## src/common/cmcp_pkg.sv

```systemverilog
// Package: constants for the configuration-mode command parser
package cmcp_pkg;
  // ==========================================================
  // Command bytes
  localparam logic [7:0] CMD_RSSI = 8'h53;
  localparam logic [7:0] CMD_TEMP = 8'h55;
  localparam logic [7:0] CMD_VOLT = 8'h56;
  localparam logic [7:0] CMD_CFG_WRITE = 8'h4d;
  localparam logic [7:0] CMD_EXIT = 8'h58;
  localparam logic [7:0] CMD_SLEEP_PIN = 8'h5a;
  localparam logic [7:0] CMD_SLEEP_RXD = 8'h7a;
  localparam logic [7:0] CMD_KEY_LOAD = 8'h4b;
  localparam logic [7:0] KEY_INDEX = 8'h37;
  localparam logic [7:0] CMD_CAL_PREFIX = 8'h48;
  localparam logic [7:0] CMD_CAL_SECOND = 8'h57;
  localparam logic [7:0] WRITE_TERM = 8'hff;
  localparam logic [7:0] PROMPT = 8'h3e;
  // ==========================================================
  // Encodings
  localparam logic [7:0] TEMP_BIAS = 8'h80;
  localparam int TEMP_TRIM_STEPS_PER_DEG = 4;
  localparam int VOLT_STEP_MV = 30;
  // ==========================================================
  // Memory map
  localparam logic [7:0] CAL_ADDR_THERMAL_TRIM = 8'h00;
  localparam logic [7:0] CFG_ADDR_CHANNEL = 8'h00;
  localparam logic [7:0] THERMAL_TRIM_RESET = 8'h80;
  localparam logic [7:0] CHANNEL_RESET = 8'h00;
  localparam int KEY_BYTES = 16;
  // ==========================================================
  // Timing
  localparam int CLK_HZ = 25_000_000;
  localparam int KEY_TIMEOUT_S = 10;
  localparam longint KEY_TIMEOUT_CYC = longint'(KEY_TIMEOUT_S) * CLK_HZ;
  localparam int COMMIT_WAIT_CYC = 1000;
endpackage : cmcp_pkg

```

## src/common/cmcp_nvm_if.sv

```systemverilog
// Interface: write port from the parser to the memory store
`timescale 1ns/1ps
interface cmcp_nvm_if;
  logic we;
  logic sel_cal;
  logic sel_key;
  logic [7:0] addr;
  logic [7:0] data;
  logic [7:0] trim;
  logic [7:0] channel;
  modport parser (output we, output sel_cal, output sel_key, output addr,
    output data, input trim, input channel);
  modport store (input we, input sel_cal, input sel_key, input addr,
    input data, output trim, output channel);
endinterface : cmcp_nvm_if

```

## src/cmcp_store.sv

```systemverilog
// Separate configuration, calibration and key stores
`timescale 1ns/1ps
module cmcp_store
  import cmcp_pkg::*;
#(
  parameter int DEPTH = 128
) (
  input wire logic sys_clk,
  input wire logic rst,
  input wire logic factory_reset,
  cmcp_nvm_if.store nvm
);
  logic [7:0] cfg_mem [DEPTH];
  logic [7:0] cal_mem [DEPTH];
  // Write-only: nothing reads it back to any port
  logic [7:0] key_mem [KEY_BYTES];
  logic [7:0] trim_q;
  logic [7:0] channel_q;
  wire cfg_hit = nvm.we && !nvm.sel_cal && !nvm.sel_key;
  wire cal_hit = nvm.we && nvm.sel_cal && !nvm.sel_key;

  always_ff @(posedge sys_clk) begin
    if (cfg_hit) begin
      cfg_mem[nvm.addr[6:0]] <= nvm.data;
    end
    if (cal_hit) begin
      cal_mem[nvm.addr[6:0]] <= nvm.data;
    end
    if (nvm.we && nvm.sel_key) begin
      key_mem[nvm.addr[3:0]] <= nvm.data;
    end
  end

  // Factory reset restores only the channel register; config memory, calibration and key stay
  always_ff @(posedge sys_clk) begin
    if (rst) begin
      trim_q <= THERMAL_TRIM_RESET;
      channel_q <= CHANNEL_RESET;
    end else begin
      if (factory_reset) begin
        channel_q <= CHANNEL_RESET;
      end else if (cfg_hit && nvm.addr == CFG_ADDR_CHANNEL) begin
        channel_q <= nvm.data;
      end
      if (cal_hit && nvm.addr == CAL_ADDR_THERMAL_TRIM) begin
        trim_q <= nvm.data;
      end
    end
  end
  assign nvm.trim = trim_q;
  assign nvm.channel = channel_q;
endmodule : cmcp_store

```

## src/cmcp_parser.sv

```systemverilog
// Configuration-mode command interpreter
`timescale 1ns/1ps
module cmcp_parser
  import cmcp_pkg::*;
#(
  parameter longint KEY_TIMEOUT = KEY_TIMEOUT_CYC,
  parameter int COMMIT_WAIT = COMMIT_WAIT_CYC
) (
  input wire logic sys_clk,
  input wire logic rst,
  input wire logic rx_valid,
  input wire logic [7:0] rx_data,
  input wire logic tx_ready,
  output logic tx_valid,
  output logic [7:0] tx_data,
  input wire logic setup_pin,
  input wire logic rxd_pin,
  input wire logic remote_config,
  input wire logic factory_reset,
  input wire logic [7:0] signal_level,
  input wire logic [9:0] temp_quarter_raw,
  input wire logic [15:0] supply_mv,
  output logic config_active,
  output logic sleeping,
  output logic pullup_en,
  output logic restart_req,
  output logic [7:0] event_temp,
  output logic [7:0] event_supply,
  output logic [7:0] channel_out
);
  typedef enum {
    S_RUN, S_CMD, S_HW2, S_KIDX, S_ADDR, S_DATA, S_COMMIT, S_KEY,
    S_TX_VAL, S_TX_PROMPT, S_SLEEP_PIN, S_SLEEP_RXD, S_EXIT
  } cmcp_state_t;

  cmcp_state_t state_q, state_d;
  cmcp_nvm_if nvm ();

  // ==========================================================
  // Pin synchronisers
  logic [1:0] setup_sync_q, rxd_sync_q;
  logic setup_prev_q, rxd_prev_q;
  always_ff @(posedge sys_clk) begin
    if (rst) begin
      setup_sync_q <= 2'b00;
      rxd_sync_q <= 2'b11;
      setup_prev_q <= 1'b0;
      rxd_prev_q <= 1'b1;
    end else begin
      setup_sync_q <= {setup_sync_q[0], setup_pin};
      rxd_sync_q <= {rxd_sync_q[0], rxd_pin};
      setup_prev_q <= setup_sync_q[1];
      rxd_prev_q <= rxd_sync_q[1];
    end
  end
  wire setup_lvl = setup_sync_q[1];
  wire setup_fall = setup_prev_q && !setup_lvl;
  wire rxd_fall = rxd_prev_q && !rxd_sync_q[1];

  // ==========================================================
  // Sensor encodings
  // Trim of 0x80 is neutral; each count is 0.25 C
  logic [11:0] temp_corr;
  logic [7:0] temp_code, volt_code;
  logic [15:0] volt_div;
  assign temp_corr = {2'b00, temp_quarter_raw} + {4'h0, nvm.trim}
    - {4'h0, THERMAL_TRIM_RESET};
  // Quarter degrees above -128 C, converted to whole degrees
  assign temp_code = temp_corr[9:2];
  assign volt_div = supply_mv / 16'(VOLT_STEP_MV);
  assign volt_code = (volt_div > 16'h00ff) ? 8'hff : volt_div[7:0];

  // ==========================================================
  // Counters
  logic [63:0] key_tmr_q;
  logic [31:0] commit_q;
  logic [4:0] key_cnt_q;
  logic [7:0] addr_q, resp_q;
  logic sel_cal_q, we_q, sel_key_q;
  logic [7:0] wr_addr_q, wr_data_q;
  wire key_timeout = key_tmr_q >= 64'(KEY_TIMEOUT);
  wire commit_done = commit_q >= 32'(COMMIT_WAIT - 1);
  wire tx_free = !tx_valid || tx_ready;
  // A lone follow-up byte must not open a pair write or a key load
  wire bad_lead = (state_q == S_CMD) &&
    (rx_data inside {CMD_CAL_SECOND, KEY_INDEX});

  // ==========================================================
  // Command decode
  always_comb begin
    state_d = state_q;
    unique case (state_q)
      S_RUN: begin
        if (setup_fall || remote_config) begin
          state_d = S_TX_PROMPT;
        end
      end
      S_CMD: begin
        if (rx_valid) begin
          unique case (rx_data)
            CMD_RSSI, CMD_TEMP, CMD_VOLT: state_d = S_TX_VAL;
            CMD_CFG_WRITE: state_d = S_TX_PROMPT;
            CMD_CAL_PREFIX: state_d = S_HW2;
            CMD_KEY_LOAD: state_d = S_KIDX;
            CMD_EXIT: state_d = S_EXIT;
            CMD_SLEEP_PIN: begin
              state_d = setup_lvl ? S_TX_PROMPT : S_SLEEP_PIN;
            end
            CMD_SLEEP_RXD: state_d = S_SLEEP_RXD;
            default: state_d = S_TX_PROMPT;
          endcase
        end
      end
      S_HW2, S_KIDX: begin
        if (rx_valid) begin
          state_d = S_TX_PROMPT;
        end
      end
      S_ADDR: begin
        if (rx_valid) begin
          state_d = (rx_data == WRITE_TERM) ? S_COMMIT : S_DATA;
        end
      end
      S_DATA: begin
        if (rx_valid) begin
          state_d = S_ADDR;
        end
      end
      S_COMMIT: begin
        if (commit_done) begin
          state_d = S_TX_PROMPT;
        end
      end
      S_KEY: begin
        if (key_timeout) begin
          state_d = S_CMD;
        end else if (rx_valid && key_cnt_q == 5'(KEY_BYTES - 1)) begin
          state_d = S_TX_PROMPT;
        end
      end
      S_TX_VAL: begin
        if (tx_free) begin
          state_d = S_TX_PROMPT;
        end
      end
      S_TX_PROMPT: begin
        if (tx_free) begin
          unique case (resp_q)
            CMD_CFG_WRITE, CMD_CAL_SECOND: state_d = S_ADDR;
            KEY_INDEX: state_d = S_KEY;
            default: state_d = S_CMD;
          endcase
        end
      end
      S_SLEEP_PIN: begin
        if (setup_lvl) begin
          state_d = S_CMD;
        end
      end
      S_SLEEP_RXD: begin
        if (rxd_fall) begin
          state_d = S_CMD;
        end
      end
      S_EXIT: state_d = S_RUN;
    endcase
  end

  // ==========================================================
  // Sequencing state
  always_ff @(posedge sys_clk) begin
    if (rst) begin
      state_q <= S_RUN;
      resp_q <= 8'h00;
      sel_cal_q <= 1'b0;
      addr_q <= 8'h00;
    end else begin
      state_q <= state_d;
      if (state_q == S_RUN) begin
        resp_q <= 8'h00;
      end else if (rx_valid && state_q inside {S_CMD, S_HW2, S_KIDX}) begin
        // Bad second byte falls back to a plain prompt
        resp_q <= (state_q == S_HW2 && rx_data != CMD_CAL_SECOND) ||
          (state_q == S_KIDX && rx_data != KEY_INDEX) || bad_lead ? 8'h00 :
          rx_data;
      end else if (state_q == S_TX_PROMPT && tx_free) begin
        resp_q <= 8'h00;
      end
      if (rx_valid && state_q == S_CMD) begin
        sel_cal_q <= (rx_data == CMD_CAL_PREFIX);
      end
      if (rx_valid && state_q == S_ADDR) begin
        addr_q <= rx_data;
      end
    end
  end

  always_ff @(posedge sys_clk) begin
    if (rst || state_q != S_COMMIT) begin
      commit_q <= 32'h0000_0000;
    end else begin
      commit_q <= commit_q + 32'h0000_0001;
    end
  end

  // Gap timer restarts on every key byte
  always_ff @(posedge sys_clk) begin
    if (rst || state_q != S_KEY || rx_valid) begin
      key_tmr_q <= 64'h0;
    end else begin
      key_tmr_q <= key_tmr_q + 64'h1;
    end
    if (rst || state_q != S_KEY) begin
      key_cnt_q <= 5'h00;
    end else if (rx_valid) begin
      key_cnt_q <= key_cnt_q + 5'h01;
    end
  end

  // ==========================================================
  // Memory write port
  always_ff @(posedge sys_clk) begin
    if (rst) begin
      we_q <= 1'b0;
      sel_key_q <= 1'b0;
      wr_addr_q <= 8'h00;
      wr_data_q <= 8'h00;
    end else begin
      we_q <= rx_valid && !key_timeout &&
        (state_q == S_DATA || state_q == S_KEY);
      sel_key_q <= (state_q == S_KEY);
      wr_addr_q <= (state_q == S_KEY) ? {3'h0, key_cnt_q} : addr_q;
      wr_data_q <= rx_data;
    end
  end
  assign nvm.we = we_q;
  assign nvm.sel_cal = sel_cal_q;
  assign nvm.sel_key = sel_key_q;
  assign nvm.addr = wr_addr_q;
  assign nvm.data = wr_data_q;

  cmcp_store u_store (
    .sys_clk(sys_clk),
    .rst(rst),
    .factory_reset(factory_reset),
    .nvm(nvm)
  );

  // ==========================================================
  // Response bytes; the key store has no path here
  logic [7:0] value_byte;
  assign value_byte = (resp_q == CMD_RSSI) ? signal_level :
    (resp_q == CMD_TEMP) ? temp_code : volt_code;

  always_ff @(posedge sys_clk) begin
    if (rst) begin
      tx_valid <= 1'b0;
      tx_data <= 8'h00;
      config_active <= 1'b0;
      sleeping <= 1'b0;
      pullup_en <= 1'b1;
      restart_req <= 1'b0;
      event_temp <= TEMP_BIAS;
      event_supply <= 8'h00;
      channel_out <= CHANNEL_RESET;
    end else begin
      if (tx_free) begin
        tx_valid <= state_q inside {S_TX_VAL, S_TX_PROMPT};
        tx_data <= (state_q == S_TX_VAL) ? value_byte : PROMPT;
      end
      config_active <= !(state_d inside {S_RUN, S_EXIT});
      sleeping <= state_d inside {S_SLEEP_PIN, S_SLEEP_RXD};
      pullup_en <= !(state_d inside {S_SLEEP_PIN, S_SLEEP_RXD});
      restart_req <= (state_q == S_EXIT);
      event_temp <= temp_code;
      event_supply <= volt_code;
      channel_out <= nvm.channel;
    end
  end
endmodule : cmcp_parser

```

## config.mk

```make
export PLATFORM = sky130hd
export DESIGN_NAME = cmcp_parser
export DESIGN_NICKNAME = d
export VERILOG_FILES = /design/src/common/cmcp_pkg.sv /design/src/common/cmcp_nvm_if.sv /design/src/cmcp_store.sv /design/src/cmcp_parser.sv
export SDC_FILE = /design/constraint.sdc
export NUM_CORES = 1
export LEC_CHECK = 0
export CAP_MARGIN = 20
export CORE_MARGIN = 5
export CORE_UTILIZATION = 35
export CTS_BUF_LIST = sky130_fd_sc_hd__clkbuf_8 sky130_fd_sc_hd__clkbuf_16
export CTS_CLUSTER_SIZE = 10
export DETAILED_ROUTE_END_ITERATION = 6
export DONT_BUFFER_PORTS = 1
export GPL_ROUTABILITY_DRIVEN = 0
export PLACE_DENSITY = 0.46
export REMOVE_ABC_BUFFERS = 1
export SYNTH_ARGS = -nofsm -noshare
export SYNTH_HDL_FRONTEND = slang
export SYNTH_SLANG_ARGS = --single-unit
```

## constraint.sdc

```tcl
create_clock -name sys_clk -period 7.4 [get_ports sys_clk]
set_input_delay 1.11 -clock sys_clk [delete_from_list [all_inputs] [get_ports sys_clk]]
set_output_delay 1.11 -clock sys_clk [all_outputs]
set_load 0.02 [all_outputs]
```

== After elaboration in Yosys (flattened, before gate mapping) ==
Index checks and enable logic that the tools add are counted.

* Shift-type cells: 0
* Multiplexer cells: 25
* $add $sub $neg: 5
* Reduce and logical (&&, ||, !) cells: 50
* Divide/modulo/power cells: 1
* Bitwise gates (word level): 0
* Magnitude comparators: 3
* Multipliers: 0
* Eq/ne operators: 45

{| class="wikitable"
|+ Operators by type and width
! kind !! number
|-
| 32-bit 2-to-1 mux || 12
|-
| 32-bit one-hot mux with 12 select lines || 1
|-
| 32-bit by 4-bit equality test with 1-bit output (second input constant) || 11
|-
| 32-bit by 3-bit equality test with 1-bit output (second input constant) || 6
|-
| 8-bit by 7-bit equality test with 1-bit output (second input constant) || 13
|-
| 32-bit by 2-bit equality test with 1-bit output (second input constant) || 3
|-
| 32-bit by 5-bit equality test with 1-bit output (second input constant) || 3
|-
| 32-bit zero test || 3
|-
| 64-bit by 1-bit adder with 64-bit output (second input constant) || 1
|-
| 64-bit by 28-bit >= comparator with 1-bit output (second input constant) || 1
|-
| 32-bit by 4-bit != test with 1-bit output (second input constant) || 2
|-
| 8-bit 2-to-1 mux || 7
|-
| 32-bit by 1-bit adder with 32-bit output (second input constant) || 1
|-
| 32-bit by 1-bit equality test with 1-bit output (second input constant) || 1
|-
| 32-bit by 10-bit >= comparator with 1-bit output (second input constant) || 1
|-
| 4-bit one-hot mux with 6 select lines || 1
|-
| 1-bit logical AND || 18
|-
| 16-bit by 5-bit divider with 16-bit output (second input constant) || 1
|-
| 8-bit by 6-bit equality test with 1-bit output (second input constant) || 2
|-
| 16-bit by 8-bit greater-than comparator with 1-bit output (second input constant) || 1
|-
| 10-bit by 8-bit adder with 10-bit output || 1
|-
| 2-bit nonzero test || 5
|-
| 2-bit OR reduction || 5
|-
| 10-bit by 8-bit subtractor with 10-bit output (second input constant) || 1
|-
| 13 further kinds || 28
|}

* Register bits: 227
* Memories: 0
* Memory bits (read-only): 0
* Bits in latches: 0
* RAM bits: 0
* Output and inout port bits: 37
* Input port bits: 50
* Logic and storage cells: 156

== Logic depth before layout (Yosys ltp) ==
Gate-level depths: netlist (run 1).

* Word-level depth: 8
* Mapped depth: 21
* Depth with buffers taken out: 17

== Modules after synthesis ==
From an unflattened synthesis (run 1), not the netlist that was laid out.

* Cells, all modules: 1336
* Area, all modules: 11240.8 um^2

{| class="wikitable"
|+ Modules (own cells, without submodules)
! module !! cells each !! seq. area each (um^2) !! area an instance (um^2) !! instances
|-
| cmcp_parser || 1263 || 4224.1 || 10520.1 || 1
|-
| cmcp_store || 73 || 320.3 || 720.7 || 1
|}

== Worst setup path after synthesis (run 1) ==
No wires, ideal clock.

* Kind: input to register
* Start point: in supply_mv[12]
* End point: reg tx_data[1]
* Cell stages on the path: 19
* Arrival: 5.512 ns
* Required time: 7.321 ns
* Library setup time: 0.079 ns
* Buffers on the path: 2
* Setup slack: 1.808 ns
* Cells stage by stage: clkbuf_1 -> nand3_1 -> mux2i_2 -> or2_4 -> or4_4 -> a2111oi_4 -> o21ai_2 -> o22a_1 -> buf_2 -> nand3_1 -> o2111ai_1 -> or2_4 -> mux2_4 -> or4_1 -> mux2_2 -> o21ai_2 -> o31a_1 -> mux2i_1 -> a211oi_2

* Word-level cells in the longest chain between the ends: 6

{| class="wikitable"
|+ RTL lines
! element !! line !! text
|-
| from (decl) || cmcp_parser.sv:22 || <nowiki>input wire logic [15:0] supply_mv,</nowiki>
|-
| 16-bit by 5-bit divider with 16-bit output * || cmcp_parser.sv:70 || <nowiki>assign volt_div = supply_mv / 16'(VOLT_STEP_MV);</nowiki>
|-
| 16-bit by 8-bit greater-than comparator with 1-bit output || cmcp_parser.sv:71 || <nowiki>assign volt_code = (volt_div > 16'h00ff) ? 8'hff : volt_div[7:0];</nowiki>
|-
| 8-bit 2-to-1 mux * || cmcp_parser.sv:71 ||
|-
| 8-bit 2-to-1 mux * || cmcp_parser.sv:253 || <nowiki>(resp_q == CMD_TEMP) ? temp_code : volt_code;</nowiki>
|-
| 8-bit 2-to-1 mux * || cmcp_parser.sv:252 || <nowiki>assign value_byte = (resp_q == CMD_RSSI) ? signal_level :</nowiki>
|-
| 8-bit 2-to-1 mux * || cmcp_parser.sv:269 || <nowiki>tx_data <= (state_q == S_TX_VAL) ? value_byte : PROMPT;</nowiki>
|-
| to (signal assigned) || cmcp_parser.sv:269 ||
|-
| to (decl) || cmcp_parser.sv:15 || <nowiki>output logic [7:0] tx_data,</nowiki>
|}

Every way passes the cells marked *; elsewhere a longest branch is shown, timed or not.
A chain may end at the register's enable or synchronous reset.

== Worst setup path after layout (run 1) ==
* Start point: in supply_mv[15]
* End point: reg tx_data[1]

Same word-level chain as after synthesis.

==> metrics.txt, run 1 <==
synth unique cells 92; Die ar. 0.0347 mm^2; io pins 87; Mapped Area ~0.011 mm^2; max_slew headroom 0.308; Switch Pwr between 700 and 800 uW; critical setup path kind in -> reg; CP Launch Type input pin; most used cells in the layout excluding fill and tap cells dfxtp_1, nor2_1, nand2_1; share of the synthesized area in the top cell type 0.418; CTS Buf Count 27; Synth async-reset ratio 0; Comb pwr share 0.150; Critical Path RT 7.85 ns; Max FO, Critical Path 14; max layer used met4; # hold bufs at CTS 0; Vias 8580; Syn Inst Count 1262; num rows 64; switching share of power 0.276; setup ws final 1.77 ns; f_max 178 MHz; Period minus WS final between 5 and 6 ns; Worst Hold Launch rxd_sync_q[0]$_SDFF_PP1_; Die Ht 186 um; Seq pwr share 0.458; WHS between 0.4 and 0.5 ns; main flop type after synthesis dfxtp_1; Max-Cap Viols 0; RSZ-0062 raised after global routing no; vias per inst 5.21; H-tree levels 1; post-CTS resize count 0; setup TNS 0 ns; Worst path slowest cell nor4_1; Hold Fails Final Rpt 0; leak pwr roughly 0.0043 uW; Crit. End Element register; worst vdd ir 0.000182 V; Clk pin slew, worst setup/hold paths 0.05 ns; Final Slew Violations 0; flop2flop setup slack 3.01 ns; met3 WL 1.39 mm; clk root buf clkbuf_16; Post-synth EDFFs 0; NumNets Final 1313; CTS tree done; Ys Warns 0; core area 0.0307 mm^2; grt ovf 0; Bufs and invs on worst path 0; largest cells by area after synthesis dfxtp_1, nor2_1, xor2_1; clk_skew around 0.012 ns; cell area after layout 0.0119 mm^2; clock sink count 227; starting density of the core 0.355; Antenna Nets Post-Route 0; area grow syn2layout 9.67%; most common cell after layout, fill and taps aside dfxtp_1; cell area after placement about 0.011 mm^2; outcome complete, no violations; WHS Path Cells 1; clock network fraction of design power 0.392; Clock Path Buffers 3; power per standard cell area 240 mW/mm^2; r2r worst-path depth 14; Post-Route WL between 20 and 30 mm; Layout Utilization 0.389; M1 WL 13.5 mm; PortBufs 0; DRC 0; syn_area_per_cell roughly 8.6 um^2; GRT Overall Usage 0.143; Top delay family on crit path simple AND/OR/NAND/NOR gates; Wirelength per Cell 15.7 um; R2R Path Start key_tmr_q[2]$_SDFF_PP0_; first-pass GRT wire length roughly 43 mm; Skew-Pair Late Insertion Delay 0.52 ns; initial antenna violation count 0; largest area contributor in the netlist dfxtp_1; number of global-route vias before repair 8128; Antenna diodes 0; Arr. time, crit path 6.07 ns; Reg-to-Reg End key_tmr_q[63]$_SDFF_PP0_; setup bufs post-CTS 0; pin count of the biggest net entering global routing 84; CP Cell Sequence o211ai_1, a32oi_1, and2_1, nor4_1, nor4_1, or3_1, o21bai_2, mux2i_1, a21bo_1, or2_4, mux2_4, or4_1, mux2_2, o21ai_2, o31a_1, mux2i_1, a211oi_2; Final period util 0.760; CP startpoint supply_mv[15]; layout cells sized above 1 0.0552; worst stage delay on the critical path 0.69 ns; met2 wire len 10.4 mm; HP Class reg -> reg; Place WS 1.31 ns; Chip Width about 190 um; Crit path depth 17; final setup violation count 0; internal power 2080 uW; dpl hpwl 18.3 mm; Hold Crit Endpoint rxd_sync_q[1]$_SDFF_PP1_; Slew @ Worst Pin 1.03 ns; register bit count reported by yosys 227; sequential share of the synthesized area 0.418; DRT iter0 DRCs around 470; drt pass-1 iters 5
[layout make-up]
type / instances / area, um^2
clock buffer: 28 / 689
multi-input combinational: 945 / 5990
inverter: 36 / 135
sequential: 227 / 4540
fill: 3167 / 18700
tap: 396 / 495
timing repair buffer: 6 / 45.0
clock inverter: 9 / 35.0
[routing by layer]
metal	track usage	vias up
met4	0.0327	0
met5	0	-
li1	-	4418
met1	0.217	3970
met2	0.206	160
met3	0.0303	32
[metrics by stage]
stage | std cells | total power [uW]
after floorplan | 1208 | 1660
after global placement | 1610 | 1770
after detailed placement | 1610 | 1770
after CTS | 1647 | 2920
after global routing | 1647 | 3020
final | 1647 | 2870
[cells by family (layout without fill, tap and decap cells)]
family                   count (synthesis)  count (layout)  synth area share
XOR/XNOR                               107             107            0.0878
AO/OA/AOI/OAI                          208             208             0.139
AND/OR/NAND/NOR                        578             578             0.268
adder cells (fa/ha/maj)                 22              22            0.0255
flip-flops                             227             227             0.418
multiplexers                            30              30            0.0287
buffers and inverters                   90              79            0.0329
[power by group through the flow]
stage	logic (uW)	clock network (uW)	registers, uW
after floorplan	330	0	1330
after global placement	430	0	1340
after detailed placement	428	0	1340
after CTS	431	1180	1310
after global routing	481	1220	1320
final	431	1120	1310
[how the worst max path moves through the flow]
stage,slack [ns],end
final,1.77,tx_data[1]$_SDFFE_PP0N_
after floorplan,1.93,tx_data[1]$_SDFFE_PP0N_
after global placement,1.41,tx_data[1]$_SDFFE_PP0N_
after global routing,1.56,tx_data[1]$_SDFFE_PP0N_
after detailed placement,1.31,tx_data[1]$_SDFFE_PP0N_
after CTS,1.85,tx_data[1]$_SDFFE_PP0N_
[cells in the mapped netlist (all sizes together), types with 8 or more instances]
master	number
nor2b	34
nand4	32
or2	13
nor3	20
a21oi	46
dfxtp	227
nand3	60
o2111ai	8
xor2	67
or3	10
a211oi	12
and3	22
and2	41
buf	17
nor2	198
ha	19
inv	36
xnor2	40
nand2b	13
a22oi	12
o211ai	10
nor4	26
mux2i	26
nand2	74
o21ai	35
clkbuf	37
[sequential cells by signal, summed over array words and instances, names as in the netlist, 2 cells and up]
signal,flops
commit_q,32
tx_data,8
resp_q,8
state_q,32
u_store.nvm.trim,8
u_store.nvm.channel,8
rxd_sync_q,2
key_cnt_q,5
addr_q,8
event_supply,8
channel_out,8
setup_sync_q,2
event_temp,8
key_tmr_q,64
nvm.addr,8
nvm.data,8
[worst register-to-register path: stages, from the launching register on]
cell      delay, ns
dfxtp_1        0.37
and3_1         0.19
and2_1         0.16
nand4_1        0.25
nor3_1         0.48
nand2_1        0.20
nor3_1         0.33
nand3_1        0.23
nor3_1         0.43
nand4_1        0.27
nor3_1         0.43
and4_1         0.28
nand2b_1       0.17
or3_1          0.39
a21oi_1        0.14
No activity file was read; power rests on OpenSTA's default activity.
==> inputs of run 2 (changes only) <==
--- a/config.mk
+++ b/config.mk
@@ -13,7 +13,7 @@
 export DETAILED_ROUTE_END_ITERATION = 6
 export DONT_BUFFER_PORTS = 1
 export GPL_ROUTABILITY_DRIVEN = 0
-export PLACE_DENSITY = 0.46
+export PLACE_DENSITY = 0.48
 export REMOVE_ABC_BUFFERS = 1
 export SYNTH_ARGS = -nofsm -noshare
 export SYNTH_HDL_FRONTEND = slang
==> constraint.sdc (replaced) <==
create_clock -name sys_clk -period 4.7 [get_ports sys_clk]
set_input_delay 0.705 -clock sys_clk [delete_from_list [all_inputs] [get_ports sys_clk]]
set_output_delay 0.705 -clock sys_clk [all_outputs]
set_load 0.02 [all_outputs]
==> run 2 against run 1 <==
  * Critical path depth stayed put
  * Highest routed layer unchanged
  * Utilization is 2.6 points higher
  * Clock power is 78% higher
  * Routed wire length is 4.9% higher
  * Clock-buffer cell count is 2 higher
  * Hold slack worse by 0.15 ns
  * Setup slack worse by 1.6 ns
  * Sequential share of layout area is 2.4 points lower
  * Largest cell class unchanged
  * First-iteration DRC count is 8.2% higher
  * Flip-flop and latch count stayed put
  * Total power is 71% higher
  * Final area is 6.6% higher
==> metrics.txt, run 2 (same netlist as run 1, synthesis figures left out) <==
filler instances 3082 (was 3167); area grow syn2layout 16.9% (was 9.67%); Bufs and invs on worst path 0 (unchanged); clock sink count 227 (unchanged); # hold bufs at CTS 0 (unchanged); H-tree levels 1 (unchanged); Hold Crit Endpoint setup_sync_q[0]$_SDFF_PP0_ (was rxd_sync_q[1]$_SDFF_PP1_); biggest registers after layout key_tmr_q x64, commit_q x32, state_q x32 (unchanged); DRT iter0 DRCs 503 (was 465); CTS Buf Count 28 (was 27); Reg-to-Reg End key_tmr_q[61]$_SDFF_PP0_ (was key_tmr_q[63]$_SDFF_PP0_); Vias 8853 (was 8580); worst vdd ir 0.000254 V (was 0.000182 V); vias per inst 5.14 (was 5.21); num rows 64 (unchanged); Period minus WS final 4.57 ns; f_max approximately 220 MHz; setup TNS 0 ns (unchanged); Top delay family on crit path simple AND/OR/NAND/NOR gates (unchanged); CP Cell Sequence nand3_1, mux2i_2, or2_4, or4_4, a2111oi_4, o211a_1, o21bai_4, xor2_2, o2111ai_2, or2_4, mux2_4, or4_1, mux2_2, o21ai_2, o31a_1, mux2i_1, a211oi_2 (was o211ai_1, a32oi_1, and2_1, nor4_1, nor4_1, or3_1, o21bai_2, mux2i_1, a21bo_1, or2_4, mux2_4, or4_1, mux2_2, o21ai_2, o31a_1, mux2i_1, a211oi_2); Crit path depth 17 (unchanged); cell area after placement 0.0117 mm^2 (was 0.0112 mm^2); final setup violation count 0 (unchanged); Final Slew Violations 0 (unchanged); worst stage delay on the critical path 0.59 ns (was 0.69 ns); Antenna Nets Post-Route 0 (unchanged); Antenna diodes 0 (unchanged); Skew-Pair Late Insertion Delay 0.53 ns (was 0.52 ns); pin count of the biggest net entering global routing 84 (unchanged); grt ovf 0 (unchanged); power per standard cell area 386 mW/mm^2 (was 240 mW/mm^2); Slew @ Worst Pin 0.925 ns (was 1.03 ns); drt pass-1 iters 5 (unchanged); NumNets Final 1386 (was 1313); clk_skew 0.0145 ns (was 0.0116 ns); critical setup path kind in -> reg (unchanged); Layout Utilization 0.415 (was 0.389); Crit path top cell by count or2_4; r2r worst-path depth 14 (unchanged); max FFs per register 64 (unchanged); Worst Hold Launch rst (was rxd_sync_q[0]$_SDFF_PP1_); Reg with most FFs key_tmr_q (unchanged); Chip Width 186 um (unchanged); first-pass GRT wire length 44.6 mm (was 42.8 mm); WHS Path Cells 1 (unchanged); GRT Overall Usage 0.149 (was 0.143); Post-Route WL 27.1 mm (was 25.8 mm); Arr. time, crit path 5.02 ns (was 6.07 ns); max_slew headroom 0.382 (was 0.308); Hold Fails Final Rpt 0 (unchanged); Critical Path RT 5.15 ns (was 7.85 ns); initial antenna violation count 0 (unchanged); Die ar. 0.0347 mm^2 (unchanged); R2R Path Start key_tmr_q[2]$_SDFF_PP0_ (unchanged); Worst path slowest cell or4_4 (was nor4_1); Max-Cap Viols 0 (unchanged); io pins 87 (unchanged); number of global-route vias before repair 8578 (was 8128); most used cells in the layout excluding fill and tap cells dfxtp_1, nor2_1, buf_4 (was dfxtp_1, nor2_1, nand2_1); starting density of the core 0.355 (unchanged); Wirelength per Cell 15.7 um (about the same); HP Class in -> reg (was reg -> reg); CTS tree done (unchanged); CP Launch Type input pin (unchanged); Final period util 0.973; layout cells sized above 1 0.128 (was 0.0552); dpl hpwl 19.1 mm (was 18.3 mm); outcome complete, no violations (unchanged); DRC 0 (unchanged); core area 0.0307 mm^2 (unchanged); clk root buf clkbuf_16 (unchanged); flop2flop setup slack 0.53 ns (was 3.01 ns); cell area after layout 0.0127 mm^2 (was 0.0119 mm^2); PortBufs 0 (unchanged); Crit. End Element register (unchanged); most common cell after layout, fill and taps aside dfxtp_1 (unchanged); leak pwr 0.00475 uW (was 0.00433 uW); Max FO, Critical Path 13 (was 14); Clock Path Buffers 3 (unchanged); Clk pin slew, worst setup/hold paths 0.05 ns (about the same); Die Ht 186 um (unchanged)
==> run 2: cell types whose count changed in the layout (fill, tap and decap cells not counted), sizes merged <==
| cell | previous run | this run |
|---|---|---|
| clkbuf | 28 | 30 |
| o21bai | 5 | 6 |
| buf | 6 | 77 |
| inv | 44 | 43 |
| bufinv | 0 | 2 |
==> run 2: stage by stage <==
step / power, uW / hold slack [ns] / cells / worst slack, ns
6_report: 4920 / 0.267 / 1722 / 0.128
3_3_place_gp: 2910 / 0.394 / 1675 / -0.470
3_5_place_dp: 2910 / 0.404 / 1675 / -0.531
2_1_floorplan: 2610 / 0.389 / 1208 / -0.361
5_1_grt: 5170 / 0.232 / 1722 / -0.0167
4_1_cts: 4930 / 0.237 / 1715 / 0.00717
==> run 2: worst max-delay path by stage <==
stage                                   end  slack (ns)           from
finish              tx_data[1]$_SDFFE_PP0N_        0.13  supply_mv[14]
global placement    tx_data[1]$_SDFFE_PP0N_       -0.47  supply_mv[13]
CTS                 tx_data[1]$_SDFFE_PP0N_       0.007  supply_mv[10]
global route        tx_data[1]$_SDFFE_PP0N_       -0.02  supply_mv[14]
detailed placement  tx_data[1]$_SDFFE_PP0N_       -0.53  supply_mv[10]
floorplan           tx_data[1]$_SDFFE_PP0N_       -0.36  supply_mv[15]
==> run 2: report_power, final <==
group,switching [uW],internal (uW)
combinational,460,402
clock,774,1210
sequential,93.7,1980
==> run 2: layout make-up <==
cell class                      count  area, um^2  share of cell area
Clock buffer                       30         739              0.0581
Clock inverter                     10        95.1             0.00747
Multi-Input combinational cell    946        6130               0.482
Tap cell                          396         495              0.0389
Inverter                           36         135              0.0106
Timing Repair Buffer               77         582              0.0457
Sequential cell                   227        4540               0.357
==> run 2: metal layers <==
metal,track usage,wire [um],up-vias
met5,0,0,-
met4,0.0325,520,0
met3,0.0400,1900,36
met2,0.224,11400,185
met1,0.216,13300,4072
li1,-,-,4560
==> run 2: repair_timing <==
| action | CTS | global route |
|---|---|---|
| gates resized for setup | 0 | 32 |
| setup buffers | 0 | 6 |
| endpoints found under the setup margin | 0 | 5 |
==> inputs of run 3 (changes only) <==
--- a/config.mk
+++ b/config.mk
@@ -6,6 +6,8 @@
 export NUM_CORES = 1
 export LEC_CHECK = 0
 export CAP_MARGIN = 20
+export CELL_PAD_IN_SITES_DETAIL_PLACEMENT = 0
+export CELL_PAD_IN_SITES_GLOBAL_PLACEMENT = 1
 export CORE_MARGIN = 5
 export CORE_UTILIZATION = 35
 export CTS_BUF_LIST = sky130_fd_sc_hd__clkbuf_8 sky130_fd_sc_hd__clkbuf_16
@@ -13,7 +15,7 @@
 export DETAILED_ROUTE_END_ITERATION = 6
 export DONT_BUFFER_PORTS = 1
 export GPL_ROUTABILITY_DRIVEN = 0
-export PLACE_DENSITY = 0.48
+export PLACE_DENSITY = 0.6
 export REMOVE_ABC_BUFFERS = 1
 export SYNTH_ARGS = -nofsm -noshare
 export SYNTH_HDL_FRONTEND = slang
==> run 3 against run 2 <==
  * Total power down 2.3%
  * Sequential power about the same
  * Clock-buffer cell count unchanged
  * Routed wire length down 0.83%
  * Non-clock buffer count up 1
  * Global-route usage down 0.073 points
  * Largest power group unchanged
==> metrics.txt, run 3 (same netlist as run 1, synthesis figures left out) <==
max FFs per register 64 (unchanged); clk_skew 0.0196 ns (was 0.0145 ns); Wirelength per Cell 15.6 um (was 15.7 um); DRC 0 (unchanged); Pwr Total 4800 uW (was 4920 uW); Chip Width 186 um (unchanged); flop2flop setup slack 0.72 ns (was 0.53 ns); Comb pwr share 0.178 (was 0.175); final cell count without fillers 1723 (was 1722); area grow syn2layout 16.1% (was 16.9%); Layout Utilization 0.412 (was 0.415); Slew @ Worst Pin 0.980 ns (was 0.925 ns); initial antenna violation count 0 (unchanged); Clk pin slew, worst setup/hold paths 0.05 ns (about the same); WHS Path Cells 1 (unchanged); Clock Path Buffers 3 (unchanged); clk root buf clkbuf_16 (unchanged); Worst Hold Launch rst (unchanged); pin count of the biggest net entering global routing 84 (unchanged); starting density of the core 0.355 (unchanged); clock network fraction of design power 0.392 (was 0.404); Period minus WS final 4.54 ns (was 4.57 ns); num rows 64 (unchanged); Vias 8823 (was 8853); CP Launch Type input pin (unchanged); Antenna diodes 0 (unchanged); GRT Overall Usage 0.149 (about the same); dpl hpwl 19.1 mm (about the same); io pins 87 (unchanged); H-tree levels 1 (unchanged); vias per inst 5.12 (was 5.14); first-pass GRT wire length 44.3 mm (was 44.6 mm); Hold Crit Endpoint setup_sync_q[0]$_SDFF_PP0_ (unchanged); worst vdd ir 0.000284 V (was 0.000254 V); Final Slew Violations 0 (unchanged); most used cells in the layout excluding fill and tap cells dfxtp_1, nor2_1, buf_4 (unchanged); Post-Route WL 26.9 mm (was 27.1 mm); HP Class in -> reg (unchanged); Critical Path RT 5.16 ns (was 5.15 ns); Crit. End Element register (unchanged); number of global-route vias before repair 8433 (was 8578); layout cells sized above 1 0.121 (was 0.128); switching share of power 0.275 (was 0.270); Arr. time, crit path 4.99 ns (was 5.02 ns); Antenna Nets Post-Route 0 (unchanged); Max FO, Critical Path 11 (was 13); critical setup path kind in -> reg (unchanged); Final period util 0.965 (was 0.973); core area 0.0307 mm^2 (unchanged); CTS Buf Count 28 (unchanged); max_slew headroom 0.346 (was 0.382); Reg-to-Reg End key_tmr_q[61]$_SDFF_PP0_ (unchanged); power per standard cell area 380 mW/mm^2 (was 386 mW/mm^2); outcome complete, no violations (unchanged); Reg with most FFs key_tmr_q (unchanged); placed cell count 1679 (was 1675); NumNets Final 1386 (unchanged); R2R Path Start key_tmr_q[2]$_SDFF_PP0_ (unchanged); r2r worst-path depth 15 (was 14); WHS 0.250 ns (was 0.267 ns); Switch Pwr 1320 uW (was 1330 uW); drt pass-1 iters 5 (unchanged); Die ar. 0.0347 mm^2 (unchanged); clock sink count 227 (unchanged); final setup violation count 0 (unchanged); Die Ht 186 um (unchanged); PortBufs 0 (unchanged); filler instances 3112 (was 3082); Hold Fails Final Rpt 0 (unchanged); # hold bufs at CTS 0 (unchanged); internal power 3480 uW (was 3590 uW); grt ovf 0 (unchanged); Skew-Pair Late Insertion Delay 0.54 ns (was 0.53 ns); cell area after placement 0.0117 mm^2 (about the same); biggest registers after layout key_tmr_q x64, commit_q x32, state_q x32 (unchanged); f_max 220 MHz (was 219 MHz); leak pwr 0.00474 uW (was 0.00475 uW); DRT iter0 DRCs 446 (was 503); cell area after layout 0.0126 mm^2 (was 0.0127 mm^2); CTS tree done (unchanged); Max-Cap Viols 0 (unchanged); most common cell after layout, fill and taps aside dfxtp_1 (unchanged); Seq pwr share 0.431 (was 0.421)
[run 3: changes by cell type in the layout (fill, tap and decap cells not counted), sizes merged]
cell      delta
buf          +1
bufinv       -2
clkinv       +2
clkinvlp     +1
o21bai       -1
[run 3: final cells by class]
type,instances,area [um^2],area share
Clock inverter,11,48.8,0.00386
Multi-Input combinational cell,945,6080,0.482
Clock buffer,30,739,0.0585
Sequential cell,227,4540,0.360
Inverter,36,135,0.0107
Timing Repair Buffer,78,586,0.0464
Tap cell,396,495,0.0392
[run 3: per-layer routing]
layer | track usage | vias to the layer above | routed length, um
met2 | 0.226 | 145 | 11400
met5 | 0 | - | 0
met1 | 0.215 | 4093 | 13400
met4 | 0.0353 | 0 | 543
met3 | 0.0331 | 40 | 1470
li1 | - | 4545 | -
[run 3: worst max-delay path by stage]
stage | startpoint | end | slack, ns
3_3_place_gp | supply_mv[10] | tx_data[1]$_SDFFE_PP0N_ | -0.46
4_1_cts | supply_mv[10] | tx_data[1]$_SDFFE_PP0N_ | 0.04
3_5_place_dp | supply_mv[10] | tx_data[1]$_SDFFE_PP0N_ | -0.51
6_report | supply_mv[10] | tx_data[1]$_SDFFE_PP0N_ | 0.16
2_1_floorplan | supply_mv[15] | tx_data[1]$_SDFFE_PP0N_ | -0.36
5_1_grt | supply_mv[14] | tx_data[1]$_SDFFE_PP0N_ | -0.02
[run 3: worst max-delay path: stages]
cell       delay (ns)
a22o_1           0.23
and2_1           0.16
o21a_1           0.22
or4_4            0.48
a2111oi_4        0.35
buf_4            0.18
o21a_1           0.18
a22oi_2          0.12
buf_4            0.18
o211ai_1         0.24
or2_4            0.17
o211ai_1         0.11
mux2_4           0.30
or4_1            0.46
mux2_4           0.31
o21ai_2          0.16
o31a_1           0.13
mux2i_1          0.07
a211oi_2         0.21
[run 3: timing repair]
action,4_1_cts,5_1_grt
hold endpoints to repair,0,0
endpoints found under the setup margin,0,4
resized for setup,0,24
setup buffers,0,3
[run 3: metrics by stage]
stage	worst slack (ns)	TNS (ns)
CTS	0.0444	0
detailed placement	-0.508	-2.05
finish	0.165	0
global route	-0.0219	-0.0343
floorplan	-0.361	-0.789
global placement	-0.459	-1.83
[run 3: power by group through the flow]
stage / clock, uW / combinational (uW) / sequential (uW)
finish: 1880 / 853 / 2070
global route: 2040 / 955 / 2070
CTS: 1970 / 817 / 2070
detailed placement: 0 / 810 / 2110
global placement: 0 / 812 / 2110
floorplan: 0 / 520 / 2090
